### config.mk
export PLATFORM = sky130hd
export DESIGN_NAME = gen_reg_pointer_status_word
export DESIGN_NICKNAME = d
export VERILOG_FILES = /design/src/grpsw_pkg.sv /design/src/gen_reg_pointer_status_word.sv
export SDC_FILE = /design/constraint.sdc
export NUM_CORES = 1
export LEC_CHECK = 0
export ABC_AREA = 1
export ABC_CLOCK_PERIOD_IN_PS = 900
export BUFFER_PORTS_ARGS = -buffer_cell sky130_fd_sc_hd__buf_2
export CAP_MARGIN = 20
export CORE_MARGIN = 1.5
export CORE_UTILIZATION = 46
export DETAILED_ROUTE_END_ITERATION = 10
export HOLD_SLACK_MARGIN = 0.02
export PLACE_DENSITY = 0.79
export RECOVER_POWER = 25
export SETUP_SLACK_MARGIN = 0.15
export SLEW_MARGIN = 20
export SYNTH_ARGS = -nofsm -noshare
export SYNTH_HDL_FRONTEND = slang
export SYNTH_SLANG_ARGS = --single-unit
### constraint.sdc
create_clock -name mclk -period 0.9 [get_ports mclk]
set_clock_uncertainty 0.15 [all_clocks]
set_input_delay 0.045 -clock mclk [delete_from_list [all_inputs] [get_ports mclk]]
set_output_delay 0.045 -clock mclk [all_outputs]
set_load 0.01 [all_outputs]
### src/grpsw_pkg.sv
package grpsw_pkg;
  // ==========================================
  // System register offsets
  localparam logic [6:0] BANK_SEL_ADDR = 7'h7D;
  localparam logic [6:0] ROW_SEL_ADDR = 7'h7E;
  localparam logic [6:0] FLAGS_ADDR = 7'h7F;
  // ==========================================
  // Field positions
  localparam int DECIMAL_BIT = 0;
  localparam int CMP_BIT = 3;
  localparam int CARRY_BIT = 2;
  localparam int ZERO_BIT = 1;
  localparam int IDXEN_BIT = 0;
  localparam logic [3:0] BANK_WR_MASK = 4'h3;
  // ==========================================
  // Reset values
  localparam logic [3:0] BANK_RST = 4'h0;
  localparam logic [3:0] ROW_RST = 4'h0;
  localparam logic [3:0] FLAGS_RST = 4'h0;
  // ==========================================
  // ALU operation kinds presented by the core
  typedef enum logic [1:0] {
    GRPSW_OP_NONE = 2'h0,
    GRPSW_OP_ARITH = 2'h1,
    GRPSW_OP_ROTATE = 2'h3
  } grpsw_op_type;
endpackage

### src/gen_reg_pointer_status_word.sv
`timescale 1ns/100ps
// Contract
// - Pointer is bank nibble plus row's upper three
// - Upper two bank bits always zero
// - Bank nibble selects bank, row bits select row
// - Any row 0-7 in banks 0-3 selectable
// - Row register bit 0 is decimal-mode flag
// - Status word: row bit 0 plus flags nibble
// - Five flags: decimal, compare, carry, zero, index
// - Index-enable flag gates data address modification
// - Zero flag reports zero result, compare-dependent
// - Carry set on carry or borrow, else cleared
// - Carry is rotate-right-through-carry shift bit
// - Compare flag set discards arithmetic result
// - Decimal flag one means binary arithmetic
// - Arithmetic on status word stores result there
// - Carry with zero result leaves zero stored
// - Fixed-zero bits ignore writes, read zero
module gen_reg_pointer_status_word (
  input wire logic mclk,
  input wire logic rst_b,
  input wire logic clkStopRst,
  input wire logic chipEnRst,
  input wire logic [6:0] regAddr,
  input wire logic [3:0] regWrData,
  input wire logic regWrEn,
  input wire logic regRdEn,
  output logic [3:0] regRdData,
  input wire logic [1:0] aluOp,
  input wire logic aluCarry,
  input wire logic aluZero,
  input wire logic [3:0] aluResult,
  input wire logic [6:0] aluDest,
  input wire logic rotOutBit,
  output logic [1:0] genRegBank,
  output logic [2:0] genRegRow,
  output logic indexEnable,
  output logic storeResult,
  output logic binaryMode,
  output logic carryFlag,
  output logic [4:0] programStatusWord
);
  logic rstMeta_r;
  logic rstSync_r;
  logic [3:0] bankSel_r;
  logic [3:0] rowSel_r;
  logic [3:0] flags_r;
  logic [3:0] bankSel_nxt;
  logic [3:0] rowSel_nxt;
  logic [3:0] flags_nxt;
  logic softClear;
  logic arithOp;
  logic rotOp;
  logic cmpSet;
  logic [3:0] rdMux;

  // ==========================================
  // Helpers
  // Bank bits 3:2 are hard zero on every path in and out
  function automatic logic [3:0] bankMask(input logic [3:0] raw);
    bankMask = raw & grpsw_pkg::BANK_WR_MASK;
  endfunction

  // ==========================================
  // Reset release
  always_ff @(posedge mclk or negedge rst_b)
  begin
    if (!rst_b)
    begin
      rstMeta_r <= 1'b0;
      rstSync_r <= 1'b0;
    end
    else
    begin
      rstMeta_r <= 1'b1;
      rstSync_r <= rstMeta_r;
    end
  end

  // Clock-stop and chip-enable resets come from core logic on this clock
  assign softClear = clkStopRst | chipEnRst;
  assign arithOp = (aluOp == grpsw_pkg::GRPSW_OP_ARITH);
  assign rotOp = (aluOp == grpsw_pkg::GRPSW_OP_ROTATE);
  assign cmpSet = flags_r[grpsw_pkg::CMP_BIT];

  // ==========================================
  // Next-state logic
  always_comb
  begin
    bankSel_nxt = bankSel_r;
    rowSel_nxt = rowSel_r;
    flags_nxt = flags_r;
    if (regWrEn)
    begin
      case (regAddr)
        grpsw_pkg::BANK_SEL_ADDR: bankSel_nxt = bankMask(regWrData);
        grpsw_pkg::ROW_SEL_ADDR: rowSel_nxt = regWrData;
        grpsw_pkg::FLAGS_ADDR: flags_nxt = regWrData;
        default: ;
      endcase
    end
    if (arithOp)
    begin
      if (aluDest == grpsw_pkg::FLAGS_ADDR && !cmpSet)
      begin
        // Result wins over flag updates, so carry+0000B leaves 0000B
        flags_nxt = aluResult;
      end
      else
      begin
        flags_nxt[grpsw_pkg::CARRY_BIT] = aluCarry;
        if (!cmpSet)
        begin
          flags_nxt[grpsw_pkg::ZERO_BIT] = aluZero;
        end
        else if (!aluZero)
        begin
          // Compare mode: zero is retained only while results stay zero
          flags_nxt[grpsw_pkg::ZERO_BIT] = 1'b0;
        end
        if (!cmpSet && aluDest == grpsw_pkg::ROW_SEL_ADDR)
        begin
          rowSel_nxt = aluResult;
        end
        if (!cmpSet && aluDest == grpsw_pkg::BANK_SEL_ADDR)
        begin
          bankSel_nxt = bankMask(aluResult);
        end
      end
    end
    else if (rotOp)
    begin
      flags_nxt[grpsw_pkg::CARRY_BIT] = rotOutBit;
    end
    // Sync clears beat writes and ALU, and reach the output copies too
    if (softClear)
    begin
      bankSel_nxt = grpsw_pkg::BANK_RST;
      rowSel_nxt = grpsw_pkg::ROW_RST;
      flags_nxt = grpsw_pkg::FLAGS_RST;
    end
  end

  // ==========================================
  // Register state
  always_ff @(posedge mclk or negedge rstSync_r)
  begin
    if (!rstSync_r)
    begin
      bankSel_r <= grpsw_pkg::BANK_RST;
    end
    else if (softClear)
    begin
      bankSel_r <= grpsw_pkg::BANK_RST;
    end
    else
    begin
      bankSel_r <= bankSel_nxt;
    end
  end

  always_ff @(posedge mclk or negedge rstSync_r)
  begin
    if (!rstSync_r)
    begin
      rowSel_r <= grpsw_pkg::ROW_RST;
    end
    else if (softClear)
    begin
      rowSel_r <= grpsw_pkg::ROW_RST;
    end
    else
    begin
      rowSel_r <= rowSel_nxt;
    end
  end

  always_ff @(posedge mclk or negedge rstSync_r)
  begin
    if (!rstSync_r)
    begin
      flags_r <= grpsw_pkg::FLAGS_RST;
    end
    else if (softClear)
    begin
      flags_r <= grpsw_pkg::FLAGS_RST;
    end
    else
    begin
      flags_r <= flags_nxt;
    end
  end

  // ==========================================
  // Read port, data one cycle after strobe
  always_comb
  begin
    case (regAddr)
      grpsw_pkg::BANK_SEL_ADDR: rdMux = bankMask(bankSel_r);
      grpsw_pkg::ROW_SEL_ADDR: rdMux = rowSel_r;
      grpsw_pkg::FLAGS_ADDR: rdMux = flags_r;
      default: rdMux = 4'h0;
    endcase
  end

  always_ff @(posedge mclk or negedge rstSync_r)
  begin
    if (!rstSync_r)
    begin
      regRdData <= 4'h0;
    end
    else
    begin
      regRdData <= regRdEn ? rdMux : 4'h0;
    end
  end

  // ==========================================
  // Pointer decode toward the core
  // Copies load from next-state so they match the registers each cycle
  always_ff @(posedge mclk or negedge rstSync_r)
  begin
    if (!rstSync_r)
    begin
      genRegBank <= 2'h0;
    end
    else
    begin
      genRegBank <= bankSel_nxt[1:0];
    end
  end

  always_ff @(posedge mclk or negedge rstSync_r)
  begin
    if (!rstSync_r)
    begin
      genRegRow <= 3'h0;
    end
    else
    begin
      genRegRow <= rowSel_nxt[3:1];
    end
  end

  // ==========================================
  // Flag decode toward the core
  always_ff @(posedge mclk or negedge rstSync_r)
  begin
    if (!rstSync_r)
    begin
      indexEnable <= 1'b0;
    end
    else
    begin
      indexEnable <= flags_nxt[grpsw_pkg::IDXEN_BIT];
    end
  end

  // Compare clear after reset, so results are stored
  always_ff @(posedge mclk or negedge rstSync_r)
  begin
    if (!rstSync_r)
    begin
      storeResult <= 1'b1;
    end
    else
    begin
      storeResult <= ~flags_nxt[grpsw_pkg::CMP_BIT];
    end
  end

  always_ff @(posedge mclk or negedge rstSync_r)
  begin
    if (!rstSync_r)
    begin
      binaryMode <= 1'b0;
    end
    else
    begin
      binaryMode <= rowSel_nxt[grpsw_pkg::DECIMAL_BIT];
    end
  end

  always_ff @(posedge mclk or negedge rstSync_r)
  begin
    if (!rstSync_r)
    begin
      carryFlag <= 1'b0;
    end
    else
    begin
      carryFlag <= flags_nxt[grpsw_pkg::CARRY_BIT];
    end
  end

  // ==========================================
  // Status word copy
  always_ff @(posedge mclk or negedge rstSync_r)
  begin
    if (!rstSync_r)
    begin
      programStatusWord <= 5'h00;
    end
    else
    begin
      programStatusWord <= {rowSel_nxt[grpsw_pkg::DECIMAL_BIT], flags_nxt};
    end
  end
endmodule // gen_reg_pointer_status_word

Word level (Yosys, flattened, before mapping)
Cells that the tools add are included.

operators by class
  add/sub/neg operators = 0
  $mul = 0
  divide/modulo/power cells = 0
  $lt $le $gt $ge = 0
  equal/unequal tests = 8
  shift-type cells = 0
  mux-type cells = 29
  bitwise operators = 2
  reduce and logical (&&, ||, !) cells = 4

operators with widths
  cell                number
  $mux 4              19
  $eq 7x7->1 const B  6
  $pmux 4 s3          1
  $mux 1              7
  $mux 2              2
  $logic_and 1x1->1   3
  $eq 2x1->1 const B  1
  $eq 2x2->1 const B  1
  $logic_not 1->1     1
  $not 1->1           1
  $or 1x1->1          1

word-level totals
  bits in registers = 32
  bits in latches = 0
  RAM bits = 0
  memory bits (read-only) = 0
  logic and storage cells = 56
  memories kept = 0

Longest topological paths before layout
Gate-level depths: netlist (run 1).

  depth in word-level cells = 9
  depth in mapped cells = 8
  mapped depth without buffers = 8

Worst setup path before layout (run 1)
OpenSTA, ideal clock, no wires.

  path type = register -> register
  start = register programStatusWord[3] (netlist name)
  end = register genRegRow[0]
  setup time = 113 ps
  arrival time = 1,096 ps
  required time = 637 ps
  path slack = -459 ps
  stages on the path, launching flop included = 9
  cells stage by stage = dfrtp_1 > inv_2 > nand2_2 > nor2_1 > nand3_2 > o21ai_1 > inv_1 > nand2_1 > inv_1

RTL lines
  element                 line                                source
  end signal: assignment  gen_reg_pointer_status_word.sv:241  genRegRow <= rowSel_nxt[3:1];
  end: declaration        gen_reg_pointer_status_word.sv:36   output logic [2:0] genRegRow,

==> parameters.txt, run 1 <==
Parameter                              Value

Final layout
  Synthesis-to-finish area growth ... 57.6%
  Nets ... 250
  Number of inserted diodes ... 0
  Layout filler cell count ... 152
  Cell area after layout ... 1730 um2
  Proportion of layout cells with a drive suffix above 1 ... 0.556

STA
  Final worst hold slack ... -0.166 ns
  Setup ws final ... -0.498 ns
  Max-slew violation count ... 0
  Fmax achieved ... 715 MHz
  Final number of setup-violating endpoints ... 33
  Final Hold Violating Endpoints ... 17
  Final setup TNS ... -8.68 ns
  Setup repair after global routing missed its margin ... yes
  Period minus WS final ... 1.40 ns
  Part of the cycle the worst path needs ... 1.55

GRT
  Pin count of the biggest net entering global routing ... 16
  Number of global-route vias before repair ... 1341
  Global-route wire length before repair ... 5620 um
  Remaining Overflow, GRT ... 0
  Combined global-route utilization of all metal layers ... 0.284
  Number of antenna violations at the first check in global routing ... 0

Synth
  Post-synthesis cell type with the largest combined area ... dfrtp_1
  Post-synthesis instance area ... 1090 um2
  Synthesized area divided by synthesized cell count ... 7.25 um2
  Count of distinct cell types in the synthesized netlist ... 22
  Post-synthesis sequential area ratio ... 0.390
  Top-area cell type share of the netlist area ... 0.366
  Syn Nets ... 184
  Synth top area cells ... dfrtp_1 (37%), nand2_1 (15%), nand3_1 (7.3%)
  Synthesized flop and latch total ... 17
  Synthesized instance count ... 151
  Warnings from Yosys ... 0

Routing
  Iteration-0 DRC count of the detailed router ... 58
  Antenna-violating nets left ... 0
  Vias ... 1331
  Final WL ... 3570 um
  Iteration count of the initial detailed-routing pass ... 4
  Post-DR vias/cell ... 5.45
  Routed length per placed instance ... 14.6 um
  DRC errors left ... 0

Floorplanning
  Die boundary height ... 51.8 um
  Number of ports placed on the die boundary ... 51
  Starting utilization of the core area ... 0.490
  Die area ... 2680 um2
  Core area ... 2230 um2
  Die width ... 51.8 um
  Number of placement rows ... 17

Worst setup path
  Startpoint class of the critical path ... flip-flop
  Category of the worst setup path capture point ... flip-flop
  Number of cells traversed by the worst register-to-register path ... 8
  Worst reg2reg path startpoint ... programStatusWord[3]
  Cells traversed along the worst timing path ... inv_2, nand2_4, nor2_4, nand3_4, o21ai_2, inv_1, nand2_1, inv_1
  Slowest cell on the critical path ... dfrtp_2
  Highest fanout seen on the critical path ... 8
  Start-to-end type of the worst setup path ... reg2reg
  Largest stage delay on the critical path ... 0.43 ns
  Data arrival at the endpoint of the critical path ... 1.45 ns
  Cell mode on critical path ... inv_1
  Worst setup slack for register-to-register paths ... -0.50 ns
  CP top delay family ... flip-flops
  Total buffers and inverters traversed by the critical path ... 3
  Endpoint required time on the critical path ... 0.95 ns
  Destination of the worst register-to-register timing path ... genRegRow[0]

Status
  Result of the run ... finished, violations left
  Failing checks ... hold timing, setup timing

Clocking
  Clk Latency, worst-skew pair ... 0.29 ns
  Clk buf depth ... 2
  Clk sinks ... 17
  Clock slew at reported path FFs ... 0.11 ns
  CTS buffer count ... 3
  Clock tree from TritonCTS ... built
  Post-CTS Hold Buffers ... 1
  Root cell of the clock tree ... clkbuf_4
  Maximum level of the CTS H-tree ... 1

Min path
  Worst hold path depth ... 3
  Sink of the worst hold path ... regRdData[0]
  Class of the tightest hold or removal check ... in2reg
  Launch instance of the worst min-delay path ... regRdEn

Pwr
  Net switching power of the design ... 447 uW
  Leakage component of the power ... 0.000971 uW
  Clock share of power ... 0.278
  Part of the power in registers ... 0.516
  Internal power of the cells ... 1060 uW
  VDD IR-drop max ... 0.000746 V
  Power density cells ... 874 nW/um2
  Switching Share ... 0.296
  Gate power share ... 0.206

Placed design
  Final HPWL from detailed placement ... 2410 um
  Port bufs ... 50
  Post-placement cell area ... 1470 um2
  Routability cong. ... 0.911

Run
  Maximum capacitance violations ... 0
==> per-stage QoR <==
step,setup slack [ns],power [uW],util,hold WS [ns],instances
floorplan,-0.416,913,-,-0.401,151
global route,-0.581,1580,0.773,-0.177,244
finish,-0.498,1510,0.773,-0.166,244
CTS,-0.436,1490,0.748,-0.175,243
detailed placement,-0.483,1050,0.659,-0.315,234
global placement,-0.402,1040,0.659,-0.321,234
==> synth_stat cells (all sizes together) <==
cell type   n
nand3      20
a21oi       6
o211ai      3
dfrtp      16
conb        1
nor2       15
nand2      47
clkinv      2
o21ai       7
nor3        3
nand4       2
buf         3
inv        25
dfstp       1
==> layout by cell type, fill, tap and decap left out, drive strengths merged <==
master       netlist  final
nor3               3      3
nand3             20     20
clkinv             2      3
o211ai             3      3
o21ai              7      7
clkbuf             0      5
buf                3     61
dfstp              1      1
conb               1      1
nand2             47     47
a21oi              6      6
inv               25     25
nand4              2      2
dlygate4sd3        0      1
nor2              15     15
dfrtp             16     16
==> metal layers <==
| metal | GRT usage | vias to the layer above | share of wire | routed length (um) |
|---|---|---|---|---|
| met5 | 0 | - | 0 | 0 |
| met4 | 0.189 | 0 | 0.050 | 180 |
| met3 | 0.0603 | 24 | 0.086 | 306 |
| met2 | 0.496 | 81 | 0.50 | 1800 |
| met1 | 0.307 | 622 | 0.36 | 1280 |
| li1 | - | 604 | - | - |
==> worst max path at each step <==
stage                               startpoint            to  slack [ns]  cells past startpoint
after detailed placement  programStatusWord[3]  genRegRow[0]       -0.48                      8
after global placement    programStatusWord[3]  genRegRow[1]       -0.40                      8
final                     programStatusWord[3]  genRegRow[0]       -0.50                      8
after CTS                 programStatusWord[3]  genRegRow[0]       -0.44                      8
after global routing      programStatusWord[3]   rowSel_r[0]       -0.58                      8
after floorplan           programStatusWord[3]  genRegRow[0]       -0.42                      8
==> power by group through the flow <==
| stage | Clock [uW] | Combinational [uW] | Sequential [uW] |
|---|---|---|---|
| after floorplan | 0 | 110 | 803 |
| after detailed placement | 0 | 263 | 792 |
| after CTS | 415 | 293 | 777 |
| after global placement | 0 | 252 | 791 |
| final | 420 | 310 | 778 |
| after global routing | 466 | 334 | 778 |
==> repair_timing <==
| action | 4_1_cts | 5_1_grt |
|---|---|---|
| pin swaps | 8 | 6 |
| buffers inserted | 4 | 1 |
| cloned | 0 | 0 |
| hold endpoints to repair | 17 | 17 |
| gates resized for setup | 27 | 16 |
| setup endpoints to repair | 33 | 33 |
==> flip-flops by register name (all words and copies together), names as in the netlist, 2 cells and up <==
signal and count:
regRdData 4, programStatusWord 2, genRegRow 3, flags_r 2
==> cell families (layout without fill, tap and decap cells) <==
logic type | count (synthesis) | after routing | share of synthesized area
AND/OR/NAND/NOR | 87 | 87 | 0.413
AO/OA/AOI/OAI | 16 | 16 | 0.0800
flip-flops | 17 | 17 | 0.390
other | 1 | 1 | 0.00343
buffers and inverters | 30 | 95 | 0.114
==> cell type report <==
class                      instances  area, um2  area share
clock buffer                       3       22.5      0.0131
tap                               28       35.0      0.0203
multi-input combinational        104        698       0.405
sequential                        17        428       0.248
timing repair buffer              64        430       0.249
inverter                          27        106      0.0616
clock inverter                     1       5.00     0.00290
==> worst register-to-register path: cells and delay by family (launching register included) <==
kind                   cells  cell delay, ns
AOI/OAI and AO/OA          1            0.14
buffers and inverters      3            0.19
DFF                        1            0.43
and+or+nand+nor            4            0.38
Power figures use the tool's default switching activity.
==> run 2, diff against run 1 <==
--- a/config.mk
+++ b/config.mk
@@ -9,11 +9,13 @@
 export ABC_CLOCK_PERIOD_IN_PS = 900
 export BUFFER_PORTS_ARGS = -buffer_cell sky130_fd_sc_hd__buf_2
 export CAP_MARGIN = 20
+export CELL_PAD_IN_SITES_DETAIL_PLACEMENT = 2
+export CELL_PAD_IN_SITES_GLOBAL_PLACEMENT = 2
 export CORE_MARGIN = 1.5
-export CORE_UTILIZATION = 46
+export CORE_UTILIZATION = 24
 export DETAILED_ROUTE_END_ITERATION = 10
 export HOLD_SLACK_MARGIN = 0.02
-export PLACE_DENSITY = 0.79
+export PLACE_DENSITY_LB_ADDON = 0.1
 export RECOVER_POWER = 25
 export SETUP_SLACK_MARGIN = 0.15
 export SLEW_MARGIN = 20
==> parameters.txt, run 2 (synthesis gave the netlist of run 1 again) <==
Parameter                              Value

Status
  Result of the run ... finished, violations left
  Failing checks ... hold timing, setup timing

STA
  Final worst hold slack ... -0.117 ns
  Final number of setup-violating endpoints ... 33
  Fmax achieved ... 693 MHz
  Setup repair after global routing missed its margin ... yes
  Setup ws final ... -0.544 ns
  Max-slew violation count ... 0
  Part of the cycle the worst path needs ... 1.60
  Final Hold Violating Endpoints ... 13
  Period minus WS final ... 1.44 ns

Run
  Maximum capacitance violations ... 0

Final layout
  Proportion of layout cells with a drive suffix above 1 ... 0.579
  Layout filler cell count ... 499
  Number of inserted diodes ... 0
  Multi-input logic area ... 699 um2
  Largest register by flop count ... regRdData
  Highest-count cells in the layout ignoring fill and taps ... buf_2 (39), nand2_1 (37), buf_4 (21)
  Nets ... 267
  Regs by FF count ... regRdData (4), genRegRow (3)
  Commonest non-fill, non-tap cell in the layout ... buf_2
  Sequential cell area ... 428 um2
  Flip-flop count of the largest register, all copies and words added ... 4
  Cell area after layout ... 1920 um2
  Core utilization of the finished layout ... 0.438
  Synthesis-to-finish area growth ... 75.2%

Clocking
  Clk sinks ... 17
  Clk buf depth ... 2
  Post-CTS Hold Buffers ... 1
  Maximum level of the CTS H-tree ... 1
  Clk Latency, worst-skew pair ... 0.25 ns
  CTS buffer count ... 3
  Clock slew at reported path FFs ... 0.07 ns
  Root cell of the clock tree ... clkbuf_8
  Clock tree from TritonCTS ... built

Worst setup path
  Cells traversed along the worst timing path ... inv_2, nand2_4, nor2_4, nand3_4, o21ai_2, inv_1, nand2_1, inv_1
  Total buffers and inverters traversed by the critical path ... 3
  Start-to-end type of the worst setup path ... reg2reg
  Slowest cell on the critical path ... dfrtp_2
  Startpoint class of the critical path ... flip-flop
  Data arrival at the endpoint of the critical path ... 1.45 ns
  Endpoint required time on the critical path ... 0.90 ns
  Worst setup slack for register-to-register paths ... -0.54 ns
  CP top delay family ... flip-flops
  Largest stage delay on the critical path ... 0.41 ns
  Highest fanout seen on the critical path ... 8
  Cell mode on critical path ... inv_1
  Category of the worst setup path capture point ... flip-flop

Pwr
  Power density cells ... 906 nW/um2
  Leakage component of the power ... 0.00106 uW
  VDD IR-drop max ... 0.000590 V

Placed design
  Post-placement cell area ... 1590 um2
  Routability cong. ... 0.794
  Port bufs ... 50
  Final HPWL from detailed placement ... 3470 um
  Dpl ws ... -0.558 ns

Routing
  Antenna-violating nets left ... 0
  Iteration-0 DRC count of the detailed router ... 23
  Vias ... 1322
  Routed length per placed instance ... 15.9 um
  Iteration count of the initial detailed-routing pass ... 3
  DRC errors left ... 0
  Final WL ... 4540 um
  Post-DR vias/cell ... 4.64

GRT
  Remaining Overflow, GRT ... 0
  Number of global-route vias before repair ... 1502
  Number of antenna violations at the first check in global routing ... 0
  Combined global-route utilization of all metal layers ... 0.188
  Global-route wire length before repair ... 7360 um
  Pin count of the biggest net entering global routing ... 16

Floorplanning
  Die boundary height ... 70.5 um
  Die area ... 4980 um2
  Number of ports placed on the die boundary ... 51
  Number of placement rows ... 24
  Core area ... 4380 um2
  Starting utilization of the core area ... 0.250
  Die width ... 70.5 um

Min path
  Class of the tightest hold or removal check ... in2reg
-- run 2: cell count changes in the layout (fill, tap and decap cells not counted), sizes merged --
cell,previous run,this run
clkbuf,5,6
clkinv,3,2
buf,61,78
-- run 2: what timing repair did --
action	CTS	global route
buffers inserted	6	4
resized for setup	36	9
pin swaps	9	3
endpoints found under the setup margin	33	33
endpoints found under the hold margin	16	12
-- run 2: final timing paths --
path                                      startpoint            to  cells after the start
worst min register to register             rstSync_r    flags_r[1]                      1
worst max register to register  programStatusWord[3]   rowSel_r[0]                      8
max in group asynchronous                  rstSync_r   storeResult                      1
min in group asynchronous                      rst_b     rstMeta_r                      2
worst min-delay path                         regRdEn  regRdData[0]                      3
worst max-delay path            programStatusWord[3]   rowSel_r[0]                      8
-- run 2: metal layers --
| metal | track usage | share of wire | vias to the layer above |
|---|---|---|---|
| met3 | 0.0299 | 0.034 | 2 |
| met5 | 0 | 0 | - |
| met1 | 0.214 | 0.38 | 658 |
| met2 | 0.375 | 0.58 | 29 |
| met4 | 0.0210 | 0.0029 | 0 |
| li1 | - | - | 633 |
-- run 2: worst reg2reg max path, delay by kind of cell (launching register included) --
| family | cells | cell delay [ns] |
|---|---|---|
| flops | 1 | 0.41 |
| simple gates | 4 | 0.38 |
| buf+inv | 3 | 0.21 |
| compound gates | 1 | 0.21 |
-- run 2: stage by stage --
stage                     TNS, ns  total power (uW)  cells
after floorplan             -3.86               913    151
after global placement      -5.40              1080    270
after detailed placement    -6.21              1100    270
after CTS                   -7.88              1740    281
after global routing        -9.40              1810    285
final                       -7.80              1740    285
-- run 2: power breakdown --
group | internal, uW | switching (uW)
Sequential | 772 | 5.46
Combinational | 156 | 196
Clock | 315 | 294
-- run 2: area by class of cell --
class	count	share of cell area
multi-input cells	104	0.365
repair buffers	81	0.299
flip-flops and latches	17	0.223
inverters	27	0.0554
well taps	52	0.0339
clock buffers	4	0.0235
==> run 3, diff against run 2 <==
--- a/config.mk
+++ b/config.mk
@@ -17,6 +17,7 @@
 export HOLD_SLACK_MARGIN = 0.02
 export PLACE_DENSITY_LB_ADDON = 0.1
 export RECOVER_POWER = 25
+export REMOVE_ABC_BUFFERS = 1
 export SETUP_SLACK_MARGIN = 0.15
 export SLEW_MARGIN = 20
 export SYNTH_ARGS = -nofsm -noshare
==> parameters.txt, run 3 (synthesis gave the netlist of run 1 again) <==
Parameter                              Value

Status
  Result of the run ... finished, violations left
  Failing checks ... hold timing, setup timing

Clocking
  Root cell of the clock tree ... clkbuf_8
  Clk buf depth ... 2
  Clk Latency, worst-skew pair ... 0.25 ns
  CTS buffer count ... 3
  Clock slew at reported path FFs ... 0.08 ns
  Clk sinks ... 17
  Post-CTS Hold Buffers ... 1
  Clock tree from TritonCTS ... built
  Maximum level of the CTS H-tree ... 1

Pwr
  Net switching power of the design ... 470 uW
  Internal power of the cells ... 1210 uW
  Gate power share ... 0.182
  Power density cells ... 949 nW/um2
  Clock share of power ... 0.356
  Part of the power in registers ... 0.462
  Switching Share ... 0.280
  VDD IR-drop max ... 0.000504 V
  Leakage component of the power ... 0.000988 uW

GRT
  Global-route wire length before repair ... 7180 um
  Remaining Overflow, GRT ... 0
  Pin count of the biggest net entering global routing ... 16
  Number of antenna violations at the first check in global routing ... 0
  Number of global-route vias before repair ... 1493
  Combined global-route utilization of all metal layers ... 0.183

Routing
  Final WL ... 4260 um
  Iteration-0 DRC count of the detailed router ... 50
  Post-DR vias/cell ... 4.72
  Iteration count of the initial detailed-routing pass ... 4
  Routed length per placed instance ... 15.5 um
  Antenna-violating nets left ... 0
  DRC errors left ... 0
  Vias ... 1297

Worst setup path
  Endpoint required time on the critical path ... 0.90 ns
  Highest fanout seen on the critical path ... 6
  Startpoint class of the critical path ... flip-flop
  Start-to-end type of the worst setup path ... reg2reg
  Category of the worst setup path capture point ... flip-flop
  Data arrival at the endpoint of the critical path ... 1.38 ns

Floorplanning
  Core area ... 4380 um2
  Die width ... 70.5 um
  Starting utilization of the core area ... 0.250
  Die boundary height ... 70.5 um
  Number of placement rows ... 24
  Number of ports placed on the die boundary ... 51
  Die area ... 4980 um2

Placed design
  Final HPWL from detailed placement ... 3300 um
  Dpl ws ... -0.502 ns
  Port bufs ... 50
  Routability cong. ... 0.676

Final layout
  Proportion of layout cells with a drive suffix above 1 ... 0.534
  Synthesis-to-finish area growth ... 61.9%
  Nets ... 257
  Layout filler cell count ... 528
  Commonest non-fill, non-tap cell in the layout ... buf_2
  Core utilization of the finished layout ... 0.404
  Number of inserted diodes ... 0
  Flip-flop count of the largest register, all copies and words added ... 4
  Regs by FF count ... regRdData (4), genRegRow (3)
  Highest-count cells in the layout ignoring fill and taps ... buf_2 (41), nand2_1 (40), inv_1 (19)
  Largest register by flop count ... regRdData

STA
  Final Hold Violating Endpoints ... 15
  Setup ws final ... -0.471 ns
  Max-slew violation count ... 0
  Final worst hold slack ... -0.129 ns
  Fmax achieved ... 729 MHz
  Final setup TNS ... -7.46 ns
  Setup repair after global routing missed its margin ... yes
  Period minus WS final ... 1.37 ns
  Final number of setup-violating endpoints ... 33
  Part of the cycle the worst path needs ... 1.52

Run
  Maximum capacitance violations ... 0

Min path
  Class of the tightest hold or removal check ... in2reg
==> run 3: changes by cell type in the layout (fill, tap and decap cells not counted), sizes merged <==
cell,delta
clkbuf,-1
clkinv,+1
buf,-10
==> run 3: path summary, 6_finish.rpt <==
kind / to / start / slack (ns) / depth (start not counted)
setup / recovery: genRegRow[0] / programStatusWord[3] / -0.47 / 8
hold / removal: regRdData[1] / regRdEn / -0.13 / 3
setup reg to reg: genRegRow[0] / programStatusWord[3] / -0.47 / 8
hold reg to reg: programStatusWord[2] / rstSync_r / 0.11 / 1
max in group asynchronous: storeResult / rstSync_r / 0.15 / 1
min in group asynchronous: rstMeta_r / rst_b / -0.04 / 2
==> run 3: cell type report <==
class                           count  area [um2]  area share
Clock buffer                        3        41.3      0.0233
Timing Repair Buffer               71         487       0.275
Clock inverter                      1        5.00     0.00282
Multi-Input combinational cell    104         644       0.363
Inverter                           27         104      0.0586
Sequential cell                    17         427       0.241
Tap cell                           52        65.1      0.0367
==> run 3: critical path: stages (launching register included) <==
cell	delay, ns
dfrtp_1	0.40
inv_2	0.09
nand2_4	0.07
nor2_4	0.10
nand3_4	0.13
o21ai_2	0.17
inv_1	0.05
nand2_1	0.07
inv_1	0.04
==> run 3: power by group through the flow <==
stage | clock network (uW) | logic [uW] | registers (uW)
6_report | 599 | 306 | 777
4_1_cts | 614 | 311 | 779
5_1_grt | 642 | 338 | 779
2_1_floorplan | 0 | 91.4 | 804
3_3_place_gp | 0 | 260 | 794
3_5_place_dp | 0 | 270 | 794
==> run 3: stage by stage <==
stage,total power [uW],instances,area [um2]
detailed placement,1060,266,1520
floorplan,895,148,1070
global route,1760,275,1770
global placement,1050,266,1520
CTS,1700,275,1760
finish,1680,275,1770
==> run 3: repair_timing <==
item | 4_1_cts | 5_1_grt
pin swaps | 13 | 2
gates cloned | 0 | 0
buffers inserted | 4 | 0
endpoints found under the hold margin | 16 | 12
endpoints found under the setup margin | 33 | 33
resized for setup | 36 | 6
==> run 3: layer usage <==
metal  up-vias  track usage  wire (um)
met4         0       0.0398         48
li1        614            -          -
met3         4       0.0271        206
met2        44        0.363       2350
met1       635        0.206       1650
met5         -            0          0
